File: src/hdl/tdm_pkg.sv
package tdm_pkg;
    localparam int CLK_KHZ = 100000;
    localparam int CLK_PS = 10000;
    localparam int BIT_KHZ = 8192;
    localparam int CH_DEF = 32;
    // Register byte offsets and regions
    localparam logic [15:0] OFS_OTC = 16'h0000;
    localparam logic [15:0] OFS_GCW = 16'h0004;
    localparam logic [15:0] OFS_INIT_VAL = 16'h0008;
    localparam logic [15:0] OFS_INIT_EN = 16'h000c;
    localparam logic [15:0] OFS_REF_RATE = 16'h0010;
    localparam logic [15:0] OFS_STATUS = 16'h0014;
    localparam logic [3:0] RGN_REG = 4'h0;
    localparam logic [3:0] RGN_CM = 4'h1;
    localparam logic [3:0] RGN_CM_LSB = 4'h2;
    localparam logic [3:0] RGN_DM = 4'h3;
    // Reset values
    localparam logic [31:0] RST_OTC = 32'h0004080c;
    localparam logic [31:0] RST_GCW = 32'h00000000;
    localparam logic [31:0] RST_INIT_VAL = 32'h00000000;
    localparam logic [7:0] RST_REF_RATE = 8'h00;
    localparam logic [31:0] GCW_MASK = 32'h003301f3;
    // Group word fields
    localparam int GC_ISRC = 0;
    localparam int GC_DLY = 4;
    localparam int GC_OSRC = 16;
    localparam int GC_ADV = 20;
    // Output timing byte fields
    localparam int OT_SRC = 0;
    localparam int OT_RATE = 2;
    localparam int OT_CKPOL = 4;
    localparam int OT_FPPOL = 5;
    localparam int OT_FMT = 6;
    localparam int RR_STREAM = 6;
    // Per-channel function codes
    localparam logic [2:0] FN_HIZ = 3'h0;
    localparam logic [2:0] FN_HIGH = 3'h1;
    localparam logic [2:0] FN_MESSAGE = 3'h2;
    localparam logic [2:0] FN_VAR = 3'h3;
    localparam logic [2:0] FN_CONST = 3'h4;
    localparam logic [2:0] FN_SPARE = 3'h5;
    // Sampling points in quarter bits
    localparam logic [2:0] BASE_Q_NOM = 3'h3;
    localparam logic [2:0] BASE_Q_MID = 3'h2;
    localparam int VAR_MIN_CH = 3;
    // Output advance steps
    localparam int ADV_STEP_PS = 7600;
    localparam int ADV_FAST_PS = 3800;
    localparam int EXT65_KHZ = 65536;
    localparam int EXT32_KHZ = 32768;
    function automatic int ps2cyc(input int ps);
        return (ps / CLK_PS < 1) ? 1 : ps / CLK_PS;
    endfunction
    localparam int ADV_CYC = ps2cyc(ADV_STEP_PS);
    localparam int ADV_CYC_FAST = ps2cyc(ADV_FAST_PS);
    localparam int ADV_CYC_E65 = ps2cyc(500000000 / EXT65_KHZ);
    localparam int ADV_CYC_E32 = ps2cyc(500000000 / EXT32_KHZ);
    localparam int ADV_MAX = 3 * ADV_CYC_E32;
    // Phase increments for 16-bit accumulators
    localparam logic [15:0] QINC =
        16'((64'd4 * BIT_KHZ * 64'd65536) / CLK_KHZ);
    localparam logic [15:0] OINC8 =
        16'((64'd8192 * 64'd65536) / CLK_KHZ);
endpackage

File: src/hdl/tdm_switch_timing.sv
// Added by the designer: the Wishbone slave port and the placing of the registers.
`timescale 1ns/1ps
module tdm_switch_timing
    import tdm_pkg::*;
#(
    parameter int CH = CH_DEF
) (
    // Clock and reset
    input wire logic clk,
    input wire logic reset_n,
    // Wishbone slave
    input wire logic wb_cyc_i,
    input wire logic wb_stb_i,
    input wire logic wb_we_i,
    input wire logic [15:0] wb_adr_i,
    input wire logic [31:0] wb_dat_i,
    input wire logic [3:0] wb_sel_i,
    output logic [31:0] wb_dat_o,
    output logic wb_ack_o,
    output logic wb_err_o,
    // Timing pins
    input wire logic master_frame_marker_n,
    input wire logic [2:0] input_reference_clock,
    // Streams
    input wire logic stream_in,
    output logic stream_out,
    output logic stream_out_oe,
    // Output timing pairs
    output logic [3:0] out_timing_clock,
    output logic [3:0] out_frame_marker
);

localparam int CW = $clog2(CH);
localparam int QW = CW + 5;
localparam int INIT_BOUND = CH + 1;

generate
    if (CH < 8 || CH > 512 || (1 << CW) != CH) begin : g_chk
        $error("CH must be a power of two from 8 to 512");
    end
endgenerate

function automatic logic [1:0] inc3(input logic [1:0] b);
    return (b == 2'd2) ? 2'd0 : b + 2'd1;
endfunction

function automatic logic [1:0] dec3(input logic [1:0] b);
    return (b == 2'd0) ? 2'd2 : b - 2'd1;
endfunction

function automatic logic [1:0] rate_of(input logic [1:0] src,
                                       input logic [7:0] rr);
    return (src == 2'd0) ? rr[RR_STREAM +: 2]
                         : rr[{src - 2'd1, 1'b0} +: 2];
endfunction

////////////////////////////////////////////////////////////////////////
// Pin synchronisers

logic [4:0] s1_q, s2_q, s3_q;
logic fm_fall, din;
logic [2:0] ref_rise;

always_ff @(posedge clk or negedge reset_n) begin
    if (!reset_n) begin
        s1_q <= 5'h08;
        s2_q <= 5'h08;
        s3_q <= 5'h08;
    end else begin
        s1_q <= {stream_in, master_frame_marker_n, input_reference_clock};
        s2_q <= s1_q;
        s3_q <= s2_q;
    end
end

assign fm_fall = s3_q[3] & ~s2_q[3];
assign ref_rise = s2_q[2:0] & ~s3_q[2:0];
assign din = s2_q[4];

////////////////////////////////////////////////////////////////////////
// Quarter-bit timebase and frame counter

logic [15:0] acc_q, acc_d;
logic [QW-1:0] qcnt_q, qcnt_d;
logic qtick, qtick_q, restart;

always_comb begin
    {qtick, acc_d} = {1'b0, acc_q} + {1'b0, QINC};
    qcnt_d = qtick ? qcnt_q + QW'(1) : qcnt_q;
    // A marker in the first bit finds the wrap already done
    restart = fm_fall && (qcnt_q[QW-1:2] != '0);
    if (restart) begin
        acc_d = 16'h0000;
        qcnt_d = '0;
    end
end

always_ff @(posedge clk or negedge reset_n) begin
    if (!reset_n) begin
        acc_q <= 16'h0000;
        qcnt_q <= '0;
        qtick_q <= 1'b0;
    end else begin
        acc_q <= acc_d;
        qcnt_q <= qcnt_d;
        // Restart is the tick into quarter 0, so channel 0 still loads
        qtick_q <= qtick | restart;
    end
end

////////////////////////////////////////////////////////////////////////
// Registers and memories

logic [31:0] output_timing_config_q, otc_d;
logic [31:0] group_config_word_q, gcw_d;
logic [31:0] init_val_q, init_val_d;
logic init_en_q, init_en_d;
logic [CW-1:0] init_idx_q, init_idx_d;
logic [7:0] ref_rate_q, ref_rate_d;
logic [1:0] ib_q, ib_d, ob_q, ob_d;
logic [31:0] cmem [CH];
logic [7:0] dmem [3][CH];

logic [1:0] in_stream_clk_select, out_stream_clk_select;
logic [4:0] input_sample_delay_field;
logic [1:0] output_advance_field;

assign in_stream_clk_select = group_config_word_q[GC_ISRC +: 2];
assign out_stream_clk_select = group_config_word_q[GC_OSRC +: 2];
assign input_sample_delay_field = group_config_word_q[GC_DLY +: 5];
assign output_advance_field = group_config_word_q[GC_ADV +: 2];

////////////////////////////////////////////////////////////////////////
// Input sampling

logic half, sample, dm_we;
logic [4:0] qd;
logic [2:0] base;
logic [QW-1:0] sc;
logic [7:0] ish_q, ish_d;

always_comb begin
    half = (in_stream_clk_select != 2'd0) &&
           (rate_of(in_stream_clk_select, ref_rate_q) ==
            ref_rate_q[RR_STREAM +: 2]);
    qd = half ? {input_sample_delay_field[4:1], 1'b0}
              : input_sample_delay_field;
    base = half ? BASE_Q_MID : BASE_Q_NOM;
    sc = qcnt_q - QW'(base) - QW'(qd);
    sample = qtick_q && (sc[1:0] == 2'd0);
    ish_d = sample ? {ish_q[6:0], din} : ish_q;
    dm_we = sample && (sc[4:2] == 3'd7);
    ib_d = (dm_we && sc[QW-1:5] == '1) ? inc3(ib_q) : ib_q;
end

always_ff @(posedge clk or negedge reset_n) begin
    if (!reset_n) begin
        ish_q <= 8'h00;
        ib_q <= 2'd0;
    end else begin
        ish_q <= ish_d;
        ib_q <= ib_d;
    end
end

////////////////////////////////////////////////////////////////////////
// Output channel path

logic load;
logic [CW-1:0] och, src_ch;
logic [31:0] cw;
logic [2:0] fn;
logic [1:0] obn, vb, cb, orate;
logic [7:0] obyte, osh_q, osh_d;
logic oen, ooe_q, ooe_d;
logic [2:0] step;
logic [3:0] adv;
logic [ADV_MAX:0] dl_q, dl_d, ol_q, ol_d;
logic so_d, soe_d;

always_comb begin
    och = qcnt_q[QW-1:5];
    load = qtick_q && (qcnt_q[4:0] == 5'd0);
    cw = cmem[och];
    fn = cw[31:29];
    src_ch = cw[CW+7:8];
    obn = (och == '0) ? inc3(ob_q) : ob_q;
    vb = ({1'b0, src_ch} + (CW+1)'(VAR_MIN_CH) <= {1'b0, och}) ? obn
                                                   : dec3(obn);
    cb = dec3(dec3(obn));
    unique case (fn)
        FN_HIGH: obyte = 8'hff;
        FN_MESSAGE: obyte = cw[7:0];
        FN_VAR, FN_SPARE: obyte = dmem[vb][src_ch];
        FN_CONST: obyte = dmem[cb][src_ch];
        default: obyte = 8'h00;
    endcase
    oen = (fn inside {FN_HIGH, FN_MESSAGE, FN_VAR, FN_CONST,
                      FN_SPARE});
    osh_d = load ? obyte : (qtick_q && qcnt_q[1:0] == 2'd0)
                           ? {osh_q[6:0], 1'b0} : osh_q;
    ooe_d = load ? oen : ooe_q;
    ob_d = load ? obn : ob_q;
    orate = rate_of(out_stream_clk_select, ref_rate_q);
    if (out_stream_clk_select != 2'd0) begin
        step = (orate == 2'd3) ? 3'(ADV_CYC_E65) :
               (orate == 2'd2) ? 3'(ADV_CYC_E32) : 3'd0;
    end else begin
        step = (ref_rate_q[RR_STREAM +: 2] == 2'd3) ? 3'(ADV_CYC_FAST)
                                                  : 3'(ADV_CYC);
    end
    adv = 4'(output_advance_field * step);
    dl_d = {dl_q[ADV_MAX-1:0], osh_q[7]};
    ol_d = {ol_q[ADV_MAX-1:0], ooe_q & ~init_en_q};
    so_d = dl_q[ADV_MAX - int'(adv)];
    soe_d = ol_q[ADV_MAX - int'(adv)] & ~init_en_q;
end

always_ff @(posedge clk or negedge reset_n) begin
    if (!reset_n) begin
        osh_q <= 8'h00;
        ooe_q <= 1'b0;
        ob_q <= 2'd2;
        dl_q <= '0;
        ol_q <= '0;
        stream_out <= 1'b0;
        stream_out_oe <= 1'b0;
    end else begin
        osh_q <= osh_d;
        ooe_q <= ooe_d;
        ob_q <= ob_d;
        dl_q <= dl_d;
        ol_q <= ol_d;
        stream_out <= so_d;
        stream_out_oe <= soe_d;
    end
end

////////////////////////////////////////////////////////////////////////
// Output clock and frame-marker pairs

logic [3:0][15:0] pacc_q, pacc_d;
logic [3:0][2:0] pcnt_q, pcnt_d;
logic [3:0] ck_d, fm_d;

always_comb begin
    logic [7:0] cfg;
    logic [1:0] rs, rr, k;
    logic ck, fa;
    cfg = 8'h00;
    rs = 2'd0;
    rr = 2'd0;
    k = 2'd0;
    ck = 1'b0;
    fa = 1'b0;
    for (int i = 0; i < 4; i++) begin
        cfg = output_timing_config_q[8*i +: 8];
        pacc_d[i] = pacc_q[i] + (OINC8 << cfg[OT_RATE +: 2]);
        pcnt_d[i] = pcnt_q[i];
        if (cfg[OT_SRC +: 2] != 2'd0) begin
            rs = cfg[OT_SRC +: 2] - 2'd1;
            rr = ref_rate_q[{rs, 1'b0} +: 2];
            k = (rr > cfg[OT_RATE +: 2]) ? rr - cfg[OT_RATE +: 2] : 2'd0;
            pcnt_d[i] = pcnt_q[i] + 3'(ref_rise[rs]);
            ck = (k == 2'd0) ? s2_q[rs] : pcnt_q[i][k - 2'd1];
        end else begin
            ck = pacc_q[i][15];
        end
        fa = cfg[OT_FMT] ? (qcnt_q[QW-1:2] == '0)
                         : (qcnt_q[QW-1:1] == '1 ||
                            qcnt_q[QW-1:1] == '0);
        ck_d[i] = ck ^ cfg[OT_CKPOL];
        fm_d[i] = cfg[OT_FPPOL] ? fa : ~fa;
    end
end

always_ff @(posedge clk or negedge reset_n) begin
    if (!reset_n) begin
        pacc_q <= '0;
        pcnt_q <= '0;
        out_timing_clock <= 4'h0;
        out_frame_marker <= 4'hf;
    end else begin
        pacc_q <= pacc_d;
        pcnt_q <= pcnt_d;
        out_timing_clock <= ck_d;
        out_frame_marker <= fm_d;
    end
end

////////////////////////////////////////////////////////////////////////
// Wishbone slave

logic req, wr, cm_hit, lsb_hit, dm_hit;
logic [3:0] rgn;
logic [CW-1:0] wi;
logic [CW-3:0] qi;
logic [31:0] rd, rdat_q, rdat_d, wmask;
logic ack_q, ack_d, err_q, err_d;

function automatic logic [31:0] bytes_of(input logic [3:0] s);
    return {{8{s[3]}}, {8{s[2]}}, {8{s[1]}}, {8{s[0]}}};
endfunction

always_comb begin
    logic [CW-1:0] ch;
    ch = '0;
    rgn = wb_adr_i[15:12];
    wi = wb_adr_i[CW+1:2];
    qi = wb_adr_i[CW-1:2];
    cm_hit = (rgn == RGN_CM) && (wb_adr_i[11:CW+2] == '0);
    lsb_hit = (rgn == RGN_CM_LSB) && (wb_adr_i[11:CW] == '0);
    dm_hit = (rgn == RGN_DM) && (wb_adr_i[11:CW] == '0);
    req = wb_cyc_i && wb_stb_i && !ack_q && !err_q;
    wr = wb_cyc_i && wb_stb_i && wb_we_i && ack_q;
    wmask = bytes_of(wb_sel_i);
    rd = 32'h0;
    if (rgn == RGN_REG) begin
        unique case (wb_adr_i)
            OFS_OTC: rd = output_timing_config_q;
            OFS_GCW: rd = group_config_word_q;
            OFS_INIT_VAL: rd = init_val_q;
            OFS_INIT_EN: rd = {31'h0, init_en_q};
            OFS_REF_RATE: rd = {24'h0, ref_rate_q};
            OFS_STATUS: rd = {28'h0, ib_q, ob_q};
            default: rd = 32'h0;
        endcase
    end else if (cm_hit) begin
        rd = cmem[wi];
    end else if (lsb_hit || dm_hit) begin
        for (int l = 0; l < 4; l++) begin
            ch = {qi, 2'(3 - l)};
            rd[8*l +: 8] = lsb_hit ? cmem[ch][7:0]
                                   : dmem[dec3(ib_q)][ch];
        end
    end
    ack_d = req && !(dm_hit && wb_we_i);
    err_d = req && dm_hit && wb_we_i;
    rdat_d = req ? rd : rdat_q;
    otc_d = output_timing_config_q;
    gcw_d = group_config_word_q;
    init_val_d = init_val_q;
    ref_rate_d = ref_rate_q;
    init_en_d = init_en_q;
    init_idx_d = init_en_q ? init_idx_q + CW'(1) : '0;
    if (init_en_q && init_idx_q == '1) begin
        init_en_d = 1'b0;
    end
    if (wr && rgn == RGN_REG) begin
        unique case (wb_adr_i)
            OFS_OTC: otc_d = (otc_d & ~wmask) | (wb_dat_i & wmask);
            OFS_GCW: gcw_d = ((gcw_d & ~wmask) | (wb_dat_i & wmask))
                             & GCW_MASK;
            OFS_INIT_VAL:
                init_val_d = (init_val_d & ~wmask) | (wb_dat_i & wmask);
            OFS_INIT_EN: begin
                if (wb_sel_i[0]) begin
                    init_en_d = wb_dat_i[0];
                end
            end
            OFS_REF_RATE: begin
                if (wb_sel_i[0]) begin
                    ref_rate_d = wb_dat_i[7:0];
                end
            end
            default: ;
        endcase
    end
end

always_ff @(posedge clk or negedge reset_n) begin
    if (!reset_n) begin
        output_timing_config_q <= RST_OTC;
        group_config_word_q <= RST_GCW;
        init_val_q <= RST_INIT_VAL;
        init_en_q <= 1'b0;
        init_idx_q <= '0;
        ref_rate_q <= RST_REF_RATE;
        ack_q <= 1'b0;
        err_q <= 1'b0;
        rdat_q <= 32'h0;
    end else begin
        output_timing_config_q <= otc_d;
        group_config_word_q <= gcw_d;
        init_val_q <= init_val_d;
        init_en_q <= init_en_d;
        init_idx_q <= init_idx_d;
        ref_rate_q <= ref_rate_d;
        ack_q <= ack_d;
        err_q <= err_d;
        rdat_q <= rdat_d;
    end
end

assign wb_ack_o = ack_q;
assign wb_err_o = err_q;
assign wb_dat_o = rdat_q;

always_ff @(posedge clk) begin
    if (init_en_q) begin
        cmem[init_idx_q] <= init_val_q;
    end else if (wr && cm_hit) begin
        cmem[wi] <= (cmem[wi] & ~wmask) | (wb_dat_i & wmask);
    end else if (wr && lsb_hit) begin
        for (int l = 0; l < 4; l++) begin
            if (wb_sel_i[l]) begin
                cmem[{qi, 2'(3 - l)}][7:0] <= wb_dat_i[8*l +: 8];
            end
        end
    end
    if (dm_we) begin
        dmem[ib_q][sc[QW-1:5]] <= ish_d;
    end
end

////////////////////////////////////////////////////////////////////////
// Assertions

property p_rst_cfg;
    @(posedge clk) $rose(reset_n) |->
        output_timing_config_q == 32'h0004080c;
endproperty
a_rst_cfg: assert property (p_rst_cfg)
    else $error("output timing reset value wrong");

property p_hiz;
    @(posedge clk) disable iff (!reset_n)
    load && fn inside {3'h0, 3'h6, 3'h7} |=> !ooe_q;
endproperty
a_hiz: assert property (p_hiz)
    else $error("tri-state channel enabled");

property p_high;
    @(posedge clk) disable iff (!reset_n)
    load && fn == 3'h1 |=> osh_q == 8'hff && ooe_q;
endproperty
a_high: assert property (p_high)
    else $error("forced high channel wrong");

property p_msg;
    @(posedge clk) disable iff (!reset_n)
    load && fn == 3'h2 |=> osh_q == $past(cw[7:0]) && ooe_q;
endproperty
a_msg: assert property (p_msg)
    else $error("message byte not loaded");

property p_init_done;
    @(posedge clk) disable iff (!reset_n)
    $rose(init_en_q) |-> ##[1:INIT_BOUND] !init_en_q;
endproperty
a_init_done: assert property (p_init_done)
    else $error("block init did not finish");

property p_init_hiz;
    @(posedge clk) disable iff (!reset_n)
    init_en_q [*2] |-> !stream_out_oe;
endproperty
a_init_hiz: assert property (p_init_hiz)
    else $error("stream driven during block init");

property p_dm_err;
    @(posedge clk) disable iff (!reset_n)
    req && dm_hit && wb_we_i |=> wb_err_o && !wb_ack_o;
endproperty
a_dm_err: assert property (p_dm_err)
    else $error("input data write not refused");

property p_sample_nom;
    @(posedge clk) disable iff (!reset_n)
    qtick_q && !half && input_sample_delay_field == 5'd0 &&
    qcnt_q[1:0] == 2'd3 |-> sample;
endproperty
a_sample_nom: assert property (p_sample_nom)
    else $error("zero delay not at three quarters");

property p_sample_mid;
    @(posedge clk) disable iff (!reset_n)
    qtick_q && half && input_sample_delay_field[4:1] == 4'd0 &&
    qcnt_q[1:0] == 2'd2 |-> sample;
endproperty
a_sample_mid: assert property (p_sample_mid)
    else $error("equal rate source not mid-bit");

property p_no_adv;
    @(posedge clk) disable iff (!reset_n)
    out_stream_clk_select != 2'd0 && orate < 2'd2 |-> adv == 4'd0;
endproperty
a_no_adv: assert property (p_no_adv)
    else $error("advance applied with slow source");

endmodule

File: config.mk
export PLATFORM = sky130hd
export DESIGN_NAME = tdm_switch_timing
export DESIGN_NICKNAME = d
export VERILOG_FILES = /design/src/hdl/tdm_pkg.sv /design/src/hdl/tdm_switch_timing.sv
export SDC_FILE = /design/constraint.sdc
export NUM_CORES = 2
export LEC_CHECK = 0
export ABC_CLOCK_PERIOD_IN_PS = 7400
export BUFFER_PORTS_ARGS = -buffer_cell sky130_fd_sc_hd__buf_2
export CORE_MARGIN = 8
export CORE_UTILIZATION = 35
export DETAILED_ROUTE_END_ITERATION = 10
export MAX_ROUTING_LAYER = met4
export PLACE_DENSITY_LB_ADDON = 0.12
export SETUP_SLACK_MARGIN = 0.5
export SYNTH_ARGS = -nofsm -noshare
export SYNTH_HDL_FRONTEND = slang
export SYNTH_SLANG_ARGS = --single-unit
File: constraint.sdc
create_clock -name clk -period 7.4 [get_ports clk]
set_clock_uncertainty 0.1 [all_clocks]
set_input_delay 1.48 -clock clk [delete_from_list [all_inputs] [get_ports clk]]
set_output_delay 1.48 -clock clk [all_outputs]
set_load 0.1 [all_outputs]
==> impl_metrics.xml <==
<?xml version="1.0" encoding="UTF-8"?>
<metrics>
  <group name="synth">
    <metric name="yosys_register_bits" unit="">2058</metric>
    <metric name="postSynth.topFlopCell" unit="">sky130_fd_sc_hd__edfxtp_1</metric>
    <metric name="synth_enable_flop_cells" unit="">1792</metric>
    <metric name="avgSynthCellArea" unit="um^2">13.14</metric>
    <metric name="yosys.cell_types.count" unit="">92</metric>
    <metric name="post-synth-top-area-cell" unit="">sky130_fd_sc_hd__edfxtp_1</metric>
    <metric name="postSynth.asyncResetShare" unit="%">12.93</metric>
    <metric name="synth.cell_area" unit="um^2">107100</metric>
    <metric name="syn-num-nets" unit="">8333</metric>
    <metric name="synth_top_cells_by_area" unit="">sky130_fd_sc_hd__edfxtp_1 (50%), sky130_fd_sc_hd__mux4_2 (14%), sky130_fd_sc_hd__dfrtp_1 (5.9%)</metric>
    <metric name="yosys_warnings" unit="">0</metric>
    <metric name="synthCells" unit="">8152</metric>
    <metric name="seq_area_frac_synth" unit="%">56.47</metric>
    <metric name="synthDominantCellAreaShare" unit="%">50.24</metric>
    <metric name="post-synth-top-count-cell" unit="">sky130_fd_sc_hd__edfxtp_1</metric>
    <metric name="synth_top_cells_by_count" unit="">sky130_fd_sc_hd__edfxtp_1 (1792), sky130_fd_sc_hd__nand2_1 (1132), sky130_fd_sc_hd__mux4_2 (647)</metric>
  </group>
  <group name="place">
    <metric name="gp_congestion" unit="">1.055</metric>
    <metric name="port-buffer-count" unit="">105</metric>
    <metric name="placement_stage_worst_setup_slack" unit="ns">0.7620</metric>
    <metric name="detailed_place_hpwl" unit="um">371700</metric>
  </group>
  <group name="floorplanning">
    <metric name="initial_utilization" unit="%">35.11</metric>
    <metric name="die_height" unit="um">569.2</metric>
    <metric name="io_pins" unit="">106</metric>
    <metric name="num_rows" unit="">203</metric>
    <metric name="fp.dieArea" unit="um^2">324000</metric>
    <metric name="die-width" unit="um">569.2</metric>
    <metric name="floorplan.core_area" unit="um^2">305000</metric>
  </group>
  <group name="grt">
    <metric name="wire_length_of_the_first_global_routing_pass" unit="um">710800</metric>
    <metric name="first_global_vias" unit="">78140</metric>
    <metric name="grt_use_total" unit="%">32.73</metric>
    <metric name="grt_remaining_overflow" unit="">0</metric>
    <metric name="grt_antenna_before_repair" unit="">50</metric>
    <metric name="grt_max_degree" unit="">150</metric>
  </group>
  <group name="detailed_routing">
    <metric name="dr_total_vias" unit="">81460</metric>
    <metric name="dr_wl_cell" unit="um">42.04</metric>
    <metric name="detail_route.drc_violations" unit="">0</metric>
    <metric name="antenna_left" unit="">0</metric>
    <metric name="drtIter0Drc" unit="">12860</metric>
    <metric name="drt_first_pass_iters" unit="">7</metric>
    <metric name="drt_wirelength" unit="um">532700</metric>
    <metric name="routed_via_density" unit="">6.428</metric>
  </group>
  <group name="clocking">
    <metric name="cts_buffer_depth" unit="">4</metric>
    <metric name="cts_resized" unit="">0</metric>
    <metric name="cts_made_buffers" unit="">236</metric>
    <metric name="cts_root_buffer" unit="">sky130_fd_sc_hd__clkbuf_16</metric>
    <metric name="clock_insertion_delay_worst_skew" unit="ns">0.96</metric>
    <metric name="clk_transition_reported_paths" unit="ns">0.07</metric>
    <metric name="post-cts-setup-buffers" unit="">0</metric>
    <metric name="htree_num_levels" unit="">4</metric>
    <metric name="post_cts_hold_buffer_count" unit="">0</metric>
    <metric name="clock_tree_from_tritoncts" unit="">yes</metric>
    <metric name="clock_sink_count" unit="">2058</metric>
  </group>
  <group name="worst_setup_path">
    <metric name="critical_path_arrival" unit="ns">7.26</metric>
    <metric name="worstRegToRegCells" unit="">18</metric>
    <metric name="worst_setup_path_startpoint" unit="">qcnt_q[5]</metric>
    <metric name="worst_path_max_delay_cell" unit="">sky130_fd_sc_hd__ha_4</metric>
    <metric name="endpoint" unit="">osh_q[3]</metric>
    <metric name="required_time_of_the_critical_path" unit="ns">8.10</metric>
    <metric name="worst_path_largest_cell_delay" unit="ns">0.85</metric>
    <metric name="timing.critical_path.cells" unit="">buf_16, or4_1, nor2_1, mux2i_1, ha_4, buf_4, mux2i_1, o211ai_1, a21oi_1, o41ai_1, a211oi_1, buf_4, o311ai_0, buf_4, buf_4, nor4_2, buf_4, nor3_1</metric>
    <metric name="r2r_setup_slack" unit="ns">0.84</metric>
    <metric name="timing.critical_path.from_type" unit="">register</metric>
    <metric name="crit_path_max_fanout" unit="">37</metric>
    <metric name="cp_common_cell" unit="">sky130_fd_sc_hd__buf_4</metric>
    <metric name="r2r-start" unit="">qcnt_q[5]</metric>
    <metric name="critical_path_class" unit="">reg -&gt; reg</metric>
    <metric name="critical_path_sink_type" unit="">register</metric>
    <metric name="reg_to_reg_critical_path_endpoint" unit="">osh_q[3]</metric>
  </group>
  <group name="sta">
    <metric name="fin_worst_hold_slack" unit="ns">0.2485</metric>
    <metric name="final_period_minus_worst_setup_slack" unit="ns">6.557</metric>
    <metric name="period_share" unit="%">88.60</metric>
    <metric name="setup_slack" unit="ns">0.8434</metric>
    <metric name="max_slew.worst_pin.slew" unit="ns">1.447</metric>
    <metric name="setup_viol" unit="">0</metric>
    <metric name="slew_viol_final" unit="">0</metric>
    <metric name="finalSetupTns" unit="ns">0</metric>
    <metric name="relative_slew_slack" unit="%">0.7504</metric>
    <metric name="setup_repair_after_global_routing_missed_its_margin" unit="">false</metric>
    <metric name="max_clock_freq" unit="MHz">152.5</metric>
    <metric name="timing_hold_violations_final" unit="">0</metric>
  </group>
  <group name="outcome">
    <metric name="status" unit="">finished with violations</metric>
    <metric name="failed_checks" unit="">capacitance limit</metric>
  </group>
  <group name="final_layout">
    <metric name="area_delta_synth_final" unit="%">14.26</metric>
    <metric name="drive_gt1_share" unit="%">22.34</metric>
    <metric name="nets" unit="">8505</metric>
    <metric name="fill_cells" unit="">28480</metric>
  </group>
  <group name="power_and_ir_drop">
    <metric name="power.static_leakage" unit="nW">43.98</metric>
    <metric name="powerDensity" unit="nW/um^2">301.4</metric>
    <metric name="worst_ir_drop_vdd" unit="mV">0.3782</metric>
    <metric name="power" unit="mW">36.88</metric>
  </group>
  <group name="flow_run">
    <metric name="maxCapViolations" unit="">1</metric>
  </group>
  <group name="worst_hold_path">
    <metric name="timing.hold.worst.class" unit="">reg -&gt; reg</metric>
  </group>
</metrics>
-- worst min-delay path by stage --
stage	slack, ns	end	cells after the start	start
floorplan	0.23	s2_q[0]	0	s1_q[0]
global placement	0.25	s2_q[1]	0	s1_q[1]
detailed placement	0.24	s2_q[1]	0	s1_q[1]
CTS	0.25	s2_q[2]	0	s1_q[2]
global route	0.27	s2_q[3]	0	s1_q[3]
finish	0.25	s2_q[2]	0	s1_q[2]
-- cell families (layout without fill, tap and decap cells) --
kind of cell / count (synthesis) / count (layout) / synth area share [%]
compound gates: 1596 / 1596 / 9.687
xor+xnor: 87 / 87 / 0.7114
fa+ha+maj: 119 / 119 / 1.453
buf+inv: 728 / 1104 / 2.876
flops: 2058 / 2058 / 56.47
mux: 1232 / 1232 / 19.32
other cells: 0 / 45 / 0
simple gates: 2332 / 2332 / 9.484
-- worst max-delay path, delay by kind of cell, from the launching register on --
kind | cells | cell delay (ns)
multiplexers | 2 | 1.12
flip-flops | 1 | 0.64
buffers and inverters | 6 | 1.39
AO/OA/AOI/OAI | 5 | 0.90
AND/OR/NAND/NOR | 4 | 1.36
adder cells (fa/ha/maj) | 1 | 0.85
-- cells in the final DEF (no fill, tap or decap), types with 30 or more instances in the layout --
cell type                    count
sky130_fd_sc_hd__edfxtp_1     1792
sky130_fd_sc_hd__nand2_1      1132
sky130_fd_sc_hd__mux4_2        647
sky130_fd_sc_hd__nor2_1        421
sky130_fd_sc_hd__o21ai_0       406
sky130_fd_sc_hd__buf_4         402
sky130_fd_sc_hd__mux2i_1       392
sky130_fd_sc_hd__nand3_1       352
sky130_fd_sc_hd__a21oi_1       315
sky130_fd_sc_hd__dfrtp_1       251
sky130_fd_sc_hd__clkbuf_16     241
sky130_fd_sc_hd__mux2_2        178
sky130_fd_sc_hd__a22o_1        138
sky130_fd_sc_hd__o22ai_1       134
sky130_fd_sc_hd__and2_1        112
sky130_fd_sc_hd__ha_1          106
sky130_fd_sc_hd__buf_2         100
sky130_fd_sc_hd__o211ai_1       97
sky130_fd_sc_hd__inv_1          92
sky130_fd_sc_hd__a211oi_1       75
sky130_fd_sc_hd__a31oi_1        73
sky130_fd_sc_hd__nor3_1         69
sky130_fd_sc_hd__xnor2_1        59
sky130_fd_sc_hd__clkinv_2       57
sky130_fd_sc_hd__diode_2        45
sky130_fd_sc_hd__a221oi_1       44
sky130_fd_sc_hd__a22oi_1        36
sky130_fd_sc_hd__buf_12         36
sky130_fd_sc_hd__clkinv_1       35
sky130_fd_sc_hd__nand4_1        34
sky130_fd_sc_hd__nor4_1         34
sky130_fd_sc_hd__o221ai_1       33
sky130_fd_sc_hd__and3_1         31
sky130_fd_sc_hd__nor2b_1        30
sky130_fd_sc_hd__clkinvlp_4     30
-- routing by layer --
| layer | vias to the layer above | part of all wire [%] | GRT usage (%) | routed length, um |
|---|---|---|---|---|
| met4 | 0 | 7.4 | 18.55 | 39210 |
| met2 | 5522 | 44 | 48.45 | 234300 |
| met5 | - | 0 | - | 0 |
| met3 | 1224 | 10 | 7.291 | 53640 |
| li1 | 32220 | - | - | - |
| met1 | 42500 | 39 | 41.64 | 205600 |
-- power breakdown --
part	total, mW	switching, mW	internal (mW)
sequential	14.2	0.362	13.8
clock	12.1	5.24	6.83
combinational	10.6	7.66	2.98
-- metrics by stage --
step | instance area, um^2 | util [%] | cells
after floorplan | 107100 | - | 8152
after global placement | 114400 | 37.49 | 12180
after detailed placement | 114400 | 37.49 | 12180
after CTS | 122200 | 40.07 | 12630
after global routing | 122400 | 40.11 | 12670
final | 122400 | 40.12 | 12670
-- state kept, by name, summed over array words and instances (netlist names), 10 cells and up, named ones only --
| register | count |
|---|---|
| pacc_q | 52 |
| pcnt_q | 12 |
| dmem | 768 |
| cmem | 1024 |
| wb_dat_o | 32 |
| qcnt_q | 10 |
| acc_q | 15 |
-- area by class of cell --
type / instances / area [um^2] / area share (%)
clock inverters: 163 / 1575 / 1.287
multi-input cells: 5366 / 43980 / 35.94
repair buffers: 544 / 4342 / 3.548
well taps: 4100 / 5130 / 4.192
flip-flops and latches: 2058 / 60490 / 49.43
diodes: 45 / 112.6 / 0.09202
clock buffers: 279 / 6284 / 5.135
inverters: 118 / 457.9 / 0.3742
(Power assumes the default switching activity.)
